==> src/common/lsts_regs.vh <==
// Register map, field positions, error codes and timing constants
// Assumes a 100 MHz core clock and a 32-bit APB register bus
`ifndef LSTS_REGS_VH
`define LSTS_REGS_VH

// Register byte offsets
`define LSTS_CTRL        8'h00
`define LSTS_WAIT_TMO    8'h04
`define LSTS_PULSE       8'h08
`define LSTS_LOOP        8'h0C
`define LSTS_POINT       8'h10
`define LSTS_DWELL       8'h14
`define LSTS_POS         8'h18
`define LSTS_ERR         8'h1C
`define LSTS_STATUS      8'h20
`define LSTS_MASK        8'h24
`define LSTS_LEVEL       8'h28
`define LSTS_LEN         8'h2C

// Control fields
`define LSTS_CTRL_RUN    0
`define LSTS_CTRL_VOLT   1
`define LSTS_CTRL_CURR   2
`define LSTS_CTRL_CLEAR  3
`define LSTS_PULSE_ON    31

// Step kinds in bits 17:16 of a point
`define LSTS_K_DWELL     2'h0
`define LSTS_K_WHIGH     2'h1
`define LSTS_K_WLOW      2'h2
`define LSTS_K_TRIG      2'h3

// Status bits
`define LSTS_ST_ERR      0
`define LSTS_ST_STEP     1
`define LSTS_ST_DONE     2
`define LSTS_ST_TMO      3

// Error codes as 16-bit two's complement
`define LSTS_ERR_CONFLICT 16'hFF23
`define LSTS_ERR_LENGTH   16'hFF1E

// Times
`define LSTS_CLK_NS      10
`define LSTS_TICK_NS     10000
`define LSTS_TICK_CYC    (`LSTS_TICK_NS / `LSTS_CLK_NS)
`define LSTS_FILT_NS     400000
`define LSTS_FILT_CYC    (`LSTS_FILT_NS / `LSTS_CLK_NS)
`define LSTS_TICK_US     16'h000A
`define LSTS_WAIT_MIN_US 16'h00FA
`define LSTS_WAIT_MAX_US 16'h80E8
`define LSTS_PUL_MAX_US  16'h84D0
`define LSTS_LVL_MIN_US  16'h0BB8
`define LSTS_WAIT_MIN_T  (`LSTS_WAIT_MIN_US / `LSTS_TICK_US)
`define LSTS_WAIT_MAX_T  (`LSTS_WAIT_MAX_US / `LSTS_TICK_US)
`define LSTS_PUL_MAX_T   (`LSTS_PUL_MAX_US / `LSTS_TICK_US)
`define LSTS_LVL_MIN_T   ((`LSTS_LVL_MIN_US + `LSTS_TICK_US - 16'h0001) / `LSTS_TICK_US)
`define LSTS_LVL_POINTS  4'hA

`endif

==> src/logic/lsts_trig_filter.v <==
// Trigger input synchroniser and stability filter
// Assumes an asynchronous pin; level accepted after FILT_CYC stable cycles
`timescale 1ns/1ps
module lsts_trig_filter #(
    parameter FILT_CYC = 40000
) (
    input  wire i_clk,
    input  wire i_nrst,
    input  wire i_pin,
    output reg  o_level
);
    reg        s1_r;
    reg        s2_r;
    reg [31:0] cnt_r;

    always @(posedge i_clk or negedge i_nrst) begin
        if (!i_nrst) begin
            s1_r    <= 1'b1;
            s2_r    <= 1'b1;
            cnt_r   <= 32'h00000000;
            o_level <= 1'b1;
        end else begin
            s1_r <= i_pin;
            s2_r <= s1_r;
            // Level must hold for the full window
            if (s2_r == o_level) begin
                cnt_r <= 32'h00000000;
            end else if (cnt_r >= FILT_CYC - 1) begin
                cnt_r   <= 32'h00000000;
                o_level <= s2_r;
            end else begin
                cnt_r <= cnt_r + 32'h00000001;
            end
        end
    end
endmodule

==> src/logic/lsts_sequencer.v <==
// List step sequencer with trigger waits, flag pulse and APB registers
// Assumes APB master on I_REF_CLK; trigger pin is asynchronous
`timescale 1ns/1ps
`include "lsts_regs.vh"

// What this block does
// - Wait timeout read back, clamped 0.25 to 33 ms
// - Timeout reads zero until set, waits forever
// - Triggered step sets level and pulses flag
// - Triggered point without pulse setup posts -221
// - Point without list type posts -221
// - Triggered point with unequal lengths posts -226
// - Wait high then low advances on falling edge
// - Wait high ends on high or timeout
// - List runs for the loop count
// - Repeat loops start after skipped points
// - Level below 3 ms uses ten points
// - Stepping only in run mode
// - Chained wait steps add their timeouts
// - Trigger level valid after 0.4 ms stable
// - Pulse setup owns flag until list clear
module lsts_sequencer #(
    parameter AW       = 6,
    parameter FILT_CYC = `LSTS_FILT_CYC
) (
    input  wire        I_REF_CLK,
    input  wire        I_NRST,
    input  wire        I_PSEL,
    input  wire        I_PENABLE,
    input  wire        I_PWRITE,
    input  wire [7:0]  I_PADDR,
    input  wire [31:0] I_PWDATA,
    output reg  [31:0] O_PRDATA,
    output reg         O_PREADY,
    output reg         O_PSLVERR,
    input  wire        I_TRIGGER_IN,
    input  wire        I_OUTPUT_OFF,
    output reg  [15:0] O_LEVEL,
    output reg         O_FLAG_TRANSISTOR_ON,
    output reg         O_RUNNING,
    output reg         O_IRQ
);
    localparam DEPTH  = 1 << AW;
    localparam S_IDLE = 6'h01;
    localparam S_LOAD = 6'h02;
    localparam S_DWEL = 6'h04;
    localparam S_WHI  = 6'h08;
    localparam S_WLO  = 6'h10;
    localparam S_DONE = 6'h20;

    // Clamp a nonzero tick count into a range
    function [15:0] clamp;
        input [15:0] v;
        input [15:0] lo;
        input [15:0] hi;
        begin
            if (v == 16'h0000)
                clamp = 16'h0000;
            else if (v < lo)
                clamp = lo;
            else if (v > hi)
                clamp = hi;
            else
                clamp = v;
        end
    endfunction

    // Counter reaches its end on this tick
    function expired;
        input [15:0] c;
        begin
            expired = (c <= 16'h0001);
        end
    endfunction

    reg  [17:0]   val_mem [0:DEPTH-1];
    reg  [15:0]   dwl_mem [0:DEPTH-1];
    reg  [AW:0]   set_len_r;
    reg  [AW:0]   dwl_len_r;
    reg           run_r;
    reg           volt_r;
    reg           curr_r;
    reg  [15:0]   wait_tmo_r;
    reg  [15:0]   pulse_w_r;
    reg           pulse_on_r;
    reg           pulse_set_r;
    reg  [15:0]   loops_r;
    reg  [15:0]   skip_r;
    reg  [15:0]   err_r;
    reg  [3:0]    sts_r;
    reg  [3:0]    mask_r;
    reg  [3:0]    fill_left_r;
    reg  [17:0]   fill_val_r;
    reg  [15:0]   fill_dwl_r;
    reg  [15:0]   tick_cnt_r;
    reg           tick_r;
    reg  [5:0]    state_r;
    reg  [AW-1:0] idx_r;
    reg  [15:0]   loop_r;
    reg  [15:0]   step_cnt_r;
    reg  [15:0]   pulse_cnt_r;
    reg           pulse_act_r;
    reg  [3:0]    ev_nxt;
    reg           adv;
    wire          trig_f;
    wire          acc;
    wire          wr;
    wire          full;
    wire [17:0]   cur_pt;
    wire          typed;
    wire [15:0]   lvl_dur;
    integer       i;

    assign acc    = I_PSEL & I_PENABLE & O_PREADY;
    assign wr     = acc & I_PWRITE & ~O_PSLVERR;
    assign full   = (set_len_r == DEPTH[AW:0]) | (dwl_len_r == DEPTH[AW:0]);
    assign cur_pt = val_mem[idx_r];
    assign typed  = volt_r | curr_r;
    assign lvl_dur = I_PWDATA[31:16];

    lsts_trig_filter #(
        .FILT_CYC (FILT_CYC)
    ) u_filt (
        .i_clk   (I_REF_CLK),
        .i_nrst  (I_NRST),
        .i_pin   (I_TRIGGER_IN),
        .o_level (trig_f)
    );

    // APB slave: one wait state, errors on unmapped offsets
    always @(posedge I_REF_CLK or negedge I_NRST) begin
        if (!I_NRST) begin
            O_PREADY  <= 1'b0;
            O_PSLVERR <= 1'b0;
            O_PRDATA  <= 32'h00000000;
        end else begin
            O_PREADY  <= I_PSEL & I_PENABLE & ~O_PREADY;
            O_PSLVERR <= 1'b0;
            if (I_PSEL & I_PENABLE & ~O_PREADY) begin
                O_PRDATA <= 32'h00000000;
                case (I_PADDR)
                    `LSTS_CTRL:     O_PRDATA <= {28'h0, 1'b0, curr_r, volt_r, run_r};
                    `LSTS_WAIT_TMO: O_PRDATA <= {16'h0000, wait_tmo_r};
                    `LSTS_PULSE:    O_PRDATA <= {pulse_on_r, pulse_set_r, 14'h0, pulse_w_r};
                    `LSTS_LOOP:     O_PRDATA <= {skip_r, loops_r};
                    `LSTS_POS:      O_PRDATA <= {loop_r, {(16-AW){1'b0}}, idx_r};
                    `LSTS_ERR:      O_PRDATA <= {16'h0000, err_r};
                    `LSTS_STATUS:   O_PRDATA <= {28'h0, sts_r};
                    `LSTS_MASK:     O_PRDATA <= {28'h0, mask_r};
                    `LSTS_LEN:      O_PRDATA <= {{(15-AW){1'b0}}, dwl_len_r,
                                                 {(15-AW){1'b0}}, set_len_r};
                    `LSTS_POINT, `LSTS_DWELL, `LSTS_LEVEL: O_PRDATA <= 32'h00000000;
                    default: O_PSLVERR <= 1'b1;
                endcase
            end
        end
    end

    // Configuration, list storage and error reporting
    always @(posedge I_REF_CLK or negedge I_NRST) begin
        if (!I_NRST) begin
            run_r       <= 1'b0;
            volt_r      <= 1'b0;
            curr_r      <= 1'b0;
            wait_tmo_r  <= 16'h0000;
            pulse_w_r   <= 16'h0000;
            pulse_on_r  <= 1'b0;
            pulse_set_r <= 1'b0;
            loops_r     <= 16'h0001;
            skip_r      <= 16'h0000;
            err_r       <= 16'h0000;
            set_len_r   <= {(AW+1){1'b0}};
            dwl_len_r   <= {(AW+1){1'b0}};
            fill_left_r <= 4'h0;
            fill_val_r  <= 18'h00000;
            fill_dwl_r  <= 16'h0000;
            mask_r      <= 4'h0;
        end else begin
            if (fill_left_r != 4'h0 && !full) begin
                val_mem[set_len_r[AW-1:0]] <= fill_val_r;
                dwl_mem[dwl_len_r[AW-1:0]] <= fill_dwl_r;
                set_len_r   <= set_len_r + 1'b1;
                dwl_len_r   <= dwl_len_r + 1'b1;
                fill_left_r <= fill_left_r - 4'h1;
            end else if (fill_left_r != 4'h0) begin
                fill_left_r <= 4'h0;
            end
            if (wr) begin
                case (I_PADDR)
                    `LSTS_CTRL: begin
                        run_r <= I_PWDATA[`LSTS_CTRL_RUN];
                        if (I_PWDATA[`LSTS_CTRL_VOLT])
                            volt_r <= 1'b1;
                        if (I_PWDATA[`LSTS_CTRL_CURR])
                            curr_r <= 1'b1;
                        if (I_PWDATA[`LSTS_CTRL_CLEAR]) begin
                            volt_r      <= 1'b0;
                            curr_r      <= 1'b0;
                            pulse_set_r <= 1'b0;
                            set_len_r   <= {(AW+1){1'b0}};
                            dwl_len_r   <= {(AW+1){1'b0}};
                            fill_left_r <= 4'h0;
                        end
                    end
                    `LSTS_WAIT_TMO: wait_tmo_r <= clamp(I_PWDATA[15:0],
                        `LSTS_WAIT_MIN_T, `LSTS_WAIT_MAX_T);
                    `LSTS_PULSE: begin
                        pulse_w_r   <= clamp(I_PWDATA[15:0],
                            `LSTS_WAIT_MIN_T, `LSTS_PUL_MAX_T);
                        pulse_on_r  <= I_PWDATA[`LSTS_PULSE_ON];
                        pulse_set_r <= 1'b1;
                    end
                    `LSTS_LOOP: begin
                        loops_r <= I_PWDATA[15:0];
                        skip_r  <= I_PWDATA[31:16];
                    end
                    `LSTS_POINT: begin
                        if (I_PWDATA[17:16] == `LSTS_K_TRIG && !pulse_set_r)
                            err_r <= `LSTS_ERR_CONFLICT;
                        else if (!typed)
                            err_r <= `LSTS_ERR_CONFLICT;
                        else if (I_PWDATA[17:16] == `LSTS_K_TRIG
                                 && dwl_len_r != set_len_r)
                            err_r <= `LSTS_ERR_LENGTH;
                        else if (set_len_r != DEPTH[AW:0]) begin
                            val_mem[set_len_r[AW-1:0]] <= I_PWDATA[17:0];
                            set_len_r <= set_len_r + 1'b1;
                        end
                    end
                    `LSTS_DWELL: begin
                        if (dwl_len_r != DEPTH[AW:0]) begin
                            dwl_mem[dwl_len_r[AW-1:0]] <= I_PWDATA[15:0];
                            dwl_len_r <= dwl_len_r + 1'b1;
                        end
                    end
                    `LSTS_LEVEL: begin
                        if (!typed)
                            volt_r <= 1'b1;
                        fill_val_r <= {`LSTS_K_DWELL, I_PWDATA[15:0]};
                        // Short segments are spread over ten points
                        if (lvl_dur < `LSTS_LVL_MIN_T) begin
                            fill_left_r <= `LSTS_LVL_POINTS;
                            fill_dwl_r  <= lvl_dur / `LSTS_LVL_POINTS;
                        end else begin
                            fill_left_r <= 4'h1;
                            fill_dwl_r  <= lvl_dur;
                        end
                    end
                    `LSTS_ERR:  err_r  <= 16'h0000;
                    `LSTS_MASK: mask_r <= I_PWDATA[3:0];
                    default: ;
                endcase
            end
        end
    end

    // Single tick base for dwell, timeout and pulse timing
    always @(posedge I_REF_CLK or negedge I_NRST) begin
        if (!I_NRST) begin
            tick_cnt_r <= 16'h0000;
            tick_r     <= 1'b0;
        end else if (tick_cnt_r == `LSTS_TICK_CYC - 1) begin
            tick_cnt_r <= 16'h0000;
            tick_r     <= 1'b1;
        end else begin
            tick_cnt_r <= tick_cnt_r + 16'h0001;
            tick_r     <= 1'b0;
        end
    end

    // Step advance condition of the current state
    always @* begin
        adv = 1'b0;
        case (state_r)
            S_DWEL:  adv = tick_r & expired(step_cnt_r);
            S_WHI:   adv = trig_f | (wait_tmo_r != 16'h0000 & tick_r
                                     & expired(step_cnt_r));
            S_WLO:   adv = ~trig_f | (wait_tmo_r != 16'h0000 & tick_r
                                      & expired(step_cnt_r));
            default: adv = 1'b0;
        endcase
    end

    // Step sequencer
    always @(posedge I_REF_CLK or negedge I_NRST) begin
        if (!I_NRST) begin
            state_r     <= S_IDLE;
            idx_r       <= {AW{1'b0}};
            loop_r      <= 16'h0000;
            step_cnt_r  <= 16'h0000;
            pulse_cnt_r <= 16'h0000;
            pulse_act_r <= 1'b0;
            O_LEVEL     <= 16'h0000;
            O_RUNNING   <= 1'b0;
            ev_nxt      <= 4'h0;
        end else begin
            ev_nxt <= 4'h0;
            if (pulse_act_r & tick_r) begin
                if (expired(pulse_cnt_r))
                    pulse_act_r <= 1'b0;
                else
                    pulse_cnt_r <= pulse_cnt_r - 16'h0001;
            end
            if (!run_r) begin
                state_r     <= S_IDLE;
                O_RUNNING   <= 1'b0;
                pulse_act_r <= 1'b0;
            end else begin
                case (state_r)
                    S_IDLE: begin
                        if (set_len_r != {(AW+1){1'b0}}) begin
                            idx_r     <= {AW{1'b0}};
                            loop_r    <= 16'h0000;
                            state_r   <= S_LOAD;
                            O_RUNNING <= 1'b1;
                        end
                    end
                    S_LOAD: begin
                        O_LEVEL <= cur_pt[15:0];
                        case (cur_pt[17:16])
                            `LSTS_K_WHIGH: begin
                                step_cnt_r <= wait_tmo_r;
                                state_r    <= S_WHI;
                            end
                            `LSTS_K_WLOW: begin
                                step_cnt_r <= wait_tmo_r;
                                state_r    <= S_WLO;
                            end
                            `LSTS_K_TRIG: begin
                                step_cnt_r  <= dwl_mem[idx_r];
                                pulse_cnt_r <= pulse_w_r;
                                pulse_act_r <= 1'b1;
                                state_r     <= S_DWEL;
                            end
                            default: begin
                                step_cnt_r <= dwl_mem[idx_r];
                                state_r    <= S_DWEL;
                            end
                        endcase
                    end
                    S_DWEL, S_WHI, S_WLO: begin
                        if (tick_r & ~adv)
                            step_cnt_r <= step_cnt_r - 16'h0001;
                        if (adv) begin
                            ev_nxt[`LSTS_ST_STEP] <= 1'b1;
                            if (state_r != S_DWEL && tick_r && expired(step_cnt_r)
                                && wait_tmo_r != 16'h0000)
                                ev_nxt[`LSTS_ST_TMO] <= 1'b1;
                            if ({1'b0, idx_r} + 1'b1 < set_len_r) begin
                                idx_r   <= idx_r + 1'b1;
                                state_r <= S_LOAD;
                            end else if (loop_r + 16'h0001 < loops_r) begin
                                loop_r  <= loop_r + 16'h0001;
                                idx_r   <= (skip_r < {{(15-AW){1'b0}}, set_len_r})
                                           ? skip_r[AW-1:0] : {AW{1'b0}};
                                state_r <= S_LOAD;
                            end else begin
                                ev_nxt[`LSTS_ST_DONE] <= 1'b1;
                                O_RUNNING <= 1'b0;
                                state_r   <= S_DONE;
                            end
                        end
                    end
                    S_DONE: state_r <= S_DONE;
                    default: state_r <= S_IDLE;
                endcase
            end
        end
    end

    // Sticky status, write one to clear, set wins
    always @(posedge I_REF_CLK or negedge I_NRST) begin
        if (!I_NRST) begin
            sts_r <= 4'h0;
            O_IRQ <= 1'b0;
        end else begin
            for (i = 0; i < 4; i = i + 1) begin
                if (ev_nxt[i] || (i == `LSTS_ST_ERR && wr && I_PADDR == `LSTS_POINT
                    && (!typed || (I_PWDATA[17:16] == `LSTS_K_TRIG
                        && (!pulse_set_r || dwl_len_r != set_len_r)))))
                    sts_r[i] <= 1'b1;
                else if (wr && I_PADDR == `LSTS_STATUS && I_PWDATA[i])
                    sts_r[i] <= 1'b0;
            end
            O_IRQ <= |(sts_r & mask_r);
        end
    end

    // Flag transistor: output trigger after setup, else output-off flag
    always @(posedge I_REF_CLK or negedge I_NRST) begin
        if (!I_NRST)
            O_FLAG_TRANSISTOR_ON <= 1'b0;
        else if (pulse_set_r)
            O_FLAG_TRANSISTOR_ON <= pulse_act_r ? pulse_on_r : ~pulse_on_r;
        else
            O_FLAG_TRANSISTOR_ON <= I_OUTPUT_OFF;
    end
endmodule

==> config.mk <==
export PLATFORM = sky130hd
export DESIGN_NAME = lsts_sequencer
export DESIGN_NICKNAME = d
export VERILOG_FILES = /design/src/logic/lsts_trig_filter.v /design/src/logic/lsts_sequencer.v
export VERILOG_INCLUDE_DIRS = /design/src /design/src/common
export SDC_FILE = /design/constraint.sdc
export NUM_CORES = 2
export LEC_CHECK = 0
export BUFFER_PORTS_ARGS = -buffer_cell sky130_fd_sc_hd__buf_2
export CAP_MARGIN = 10
export CELL_PAD_IN_SITES_DETAIL_PLACEMENT = 2
export CELL_PAD_IN_SITES_GLOBAL_PLACEMENT = 2
export CORE_ASPECT_RATIO = 1.5
export CORE_MARGIN = 4
export CORE_UTILIZATION = 35
export CTS_CLUSTER_SIZE = 8
export DETAILED_ROUTE_END_ITERATION = 6
export GPL_ROUTABILITY_DRIVEN = 0
export GPL_TIMING_DRIVEN = 0
export MAX_ROUTING_LAYER = met4
export PLACE_DENSITY = 0.61
export SETUP_SLACK_MARGIN = 0.5
export SLEW_MARGIN = 10
export SYNTH_ARGS = -nofsm -noshare
export SYNTH_HDL_FRONTEND = slang
export SYNTH_SLANG_ARGS = --single-unit
==> constraint.sdc <==
create_clock -name I_REF_CLK -period 13.2 [get_ports I_REF_CLK]
set_input_delay 3.3 -clock I_REF_CLK [delete_from_list [all_inputs] [get_ports I_REF_CLK]]
set_output_delay 3.3 -clock I_REF_CLK [all_outputs]
set_load 0.02 [all_outputs]
==> flow_summary.ini <==
[placement]
dp.cells = 9823
dpl_cell_area_mm2 = 0.108
io_buffer_count = 86
hpwl_um = 272000

[cells_and_area]
regArea_mm2 = 0.0728
fillCellCount = 27100
multiInputGateArea_mm2 = 0.0269
fin_area_mm2 = 0.118
final_core_util_pct = 41.3
final_cells = 10300
mostFrequentLayoutCells = edfxtp_1, mux2i_1, mux4_2, clkbuf_16, dfrtp_1
area_delta_synth_final_pct = 17.4
drive_above_1_share_pct = 19.6
nets = 6516
layout_commonest_cell = edfxtp_1

[worst_setup_path]
r2r.worst_path.cells = 19
required_ns = 13.94
r2r_start = idx_r[0]
worst-setup-path-type = register to register
arrival_ns = 9.53
r2r-end = step_cnt_r[5]
cp_max_fo = 10
r2r_setup_slack_ns = 4.41
end_kind = register
start_kind = register

[die]
coreArea_mm2 = 0.285
dieWidth_um = 445
dieArea_mm2 = 0.296
io_pins = 100
rows = 240
start_util_pct = 35.2
die_h_um = 664

[clock_network]
cts_buffers = 351
clock_latency_ns = 0.91
htreeDepth = 5
clk_pin_slew_ns = 0.06
cts_resized = 0
clk_path_buf_depth = 4
hold_buffers = 0
cts_sinks = 2475
cts-root-buf = clkbuf_16
cts_tree = yes
cts_setup_buffers = 0

[timing]
tightest_slew_ns = 1.41
period_needed_ns = 8.79
final_hold_viol_count = 0
slew_headroom_pct = 6.32
setup_violations = 0
fin_crit_sh_pct = 66.6
fin_skew_ns = 0.0626
maxSlewViolCount = 0
fmax_mhz = 114
rsz0062_at_grt = false

[synth]
synth_edf_count = 2176
synthCells = 5863
synth.area.top_cells = edfxtp_1, mux4_2, dfrtp_1
netlist_area_mm2 = 0.100
ys_seq_area_share_pct = 72.5
yosys.area.top_type = edfxtp_1
ys_warn_count = 0
synth-async-reset-ratio_pct = 12.1
netlist.area_leader.share_pct = 65.1
synth_area_per_cell_um2 = 17.1
synth-seq-cells = 2475
yosysUniqueCellTypes = 109
ys.flop_type = edfxtp_1

[route]
vias = 60400
drc = 0
viasPerCell = 5.88
drt_iter0_drc = 5526
post_drt_wl_per_cell_um = 37.8
wirelength_um = 389000
final_antenna_net_count = 0
first_pass_iters = 5

[global_route]
overflow = 0
grt_pass1_wl_um = 538000
grt_pass1_vias = 66200
antenna_found_initial = 14
grt_use_total_pct = 26.6
grt_max_degree = 102

[min_path]
worstHoldPathType = register to register
hold_depth = 0
hp-start = u_filt.s1_r
hold_end = u_filt.s2_r

[pwr]
vdd_ir_drop_max_v = 0.000115
p_per_area_mw_per_mm2 = 152
power.total_mw = 17.9
p_leak_nw = 38.0

[run_status]
status = completed

[job]
cap_violations = 0
-- stage by stage --
stage          worst slack (ns)  setup TNS [ns]  hold slack [ns]
2_1_floorplan              6.06               0            0.345
3_3_place_gp             -0.950          -78.02            0.362
3_5_place_dp               4.34               0            0.359
4_1_cts                    4.28               0            0.362
5_1_grt                    4.17               0            0.365
6_report                   4.41               0            0.357
-- per-layer routing --
metal,global-route usage [%],up-vias,part of all wire (%)
met2,48.0,1989,54
met5,-,-,0
met3,3.14,793,4.0
li1,-,24700,-
met1,28.6,32900,36
met4,14.1,0,6.5
-- power by group --
group	internal, mW	switching (mW)	leakage (nW)
Combinational	0.256	0.787	9.79
Sequential	8.69	0.0814	23.7
Clock	4.80	3.32	4.55
-- layout make-up --
cell class                      count  area share, %
Sequential cell                  2475           61.8
Multi-Input combinational cell   2988           22.8
Clock buffer                      426           7.79
Tap cell                         3751           3.98
Timing Repair Buffer              194           2.03
Buffer                            356           1.26
Inverter                           59          0.188
Clock inverter                     13          0.142
Antenna cell                        9         0.0191
-- state kept, by name, summed over array words and instances, names as in the netlist, 6 cells and up --
| register | cells |
|---|---|
| loops_r | 16 |
| fill_val_r | 16 |
| O_PRDATA | 32 |
| loop_r | 16 |
| idx_r | 6 |
| skip_r | 16 |
| pulse_cnt_r | 16 |
| step_cnt_r | 16 |
| dwl_len_r | 7 |
| fill_dwl_r | 16 |
| O_LEVEL | 16 |
| set_len_r | 7 |
| dwl_mem | 1024 |
| tick_cnt_r | 16 |
| state_r | 6 |
| val_mem | 1152 |
| pulse_w_r | 16 |
| u_filt.cnt_r | 32 |
| wait_tmo_r | 16 |
-- synth_stat cells, drive strengths merged (39+ instances only) --
master  count
nor2      341
a21oi     240
ha         44
inv        57
a22o       51
o22ai     118
a211oi     42
o21ai     158
mux4      356
nor3       91
nand3      74
o221ai    214
xnor2      39
clkbuf    260
edfxtp   2176
dfrtp     294
buf        96
mux2       74
nand2     258
mux2i     451
-- worst max-delay path by stage --
stage | cells past startpoint | to | slack [ns] | start
2_1_floorplan | 7 | val_mem[0][17] | 6.06 | I_PADDR[1]
3_3_place_gp | 4 | val_mem[15][17] | -0.95 | I_NRST
3_5_place_dp | 19 | step_cnt_r[5] | 4.34 | idx_r[0]
4_1_cts | 19 | step_cnt_r[5] | 4.28 | idx_r[0]
5_1_grt | 19 | step_cnt_r[5] | 4.17 | idx_r[0]
6_report | 19 | step_cnt_r[5] | 4.41 | idx_r[0]
-- worst max-delay path, cell delays in order (launching register included) --
cell and delay, ns:
dfrtp_1 0.43, clkbuf_1 0.88, buf_2 0.50, buf_2 0.50
clkbuf_2 0.44, buf_16 0.21, buf_2 0.49, buf_2 0.63
clkbuf_2 0.68, mux2i_1 0.29, o221ai_1 0.30, a21oi_1 0.37
o31ai_1 0.14, o21ai_1 0.82, inv_1 0.16, ha_1 0.44
buf_1 0.59, mux2i_1 0.33, o22ai_1 0.13, a22o_1 0.21
-- cell families (layout without fill, tap and decap cells) --
family                   after synthesis  after routing  share of synthesized area [%]
flip-flops                          2475           2475                           72.5
AO/OA/AOI/OAI                       1009           1009                           6.92
AND/OR/NAND/NOR                      964            964                           4.43
multiplexers                         881            881                           13.3
buffers and inverters                415           1048                           1.60
XOR/XNOR                              74             74                          0.653
adder cells (fa/ha/maj)               44             44                          0.548
other                                  1             25                        0.00373
Note: power is estimated with default switching activity, not from simulation.
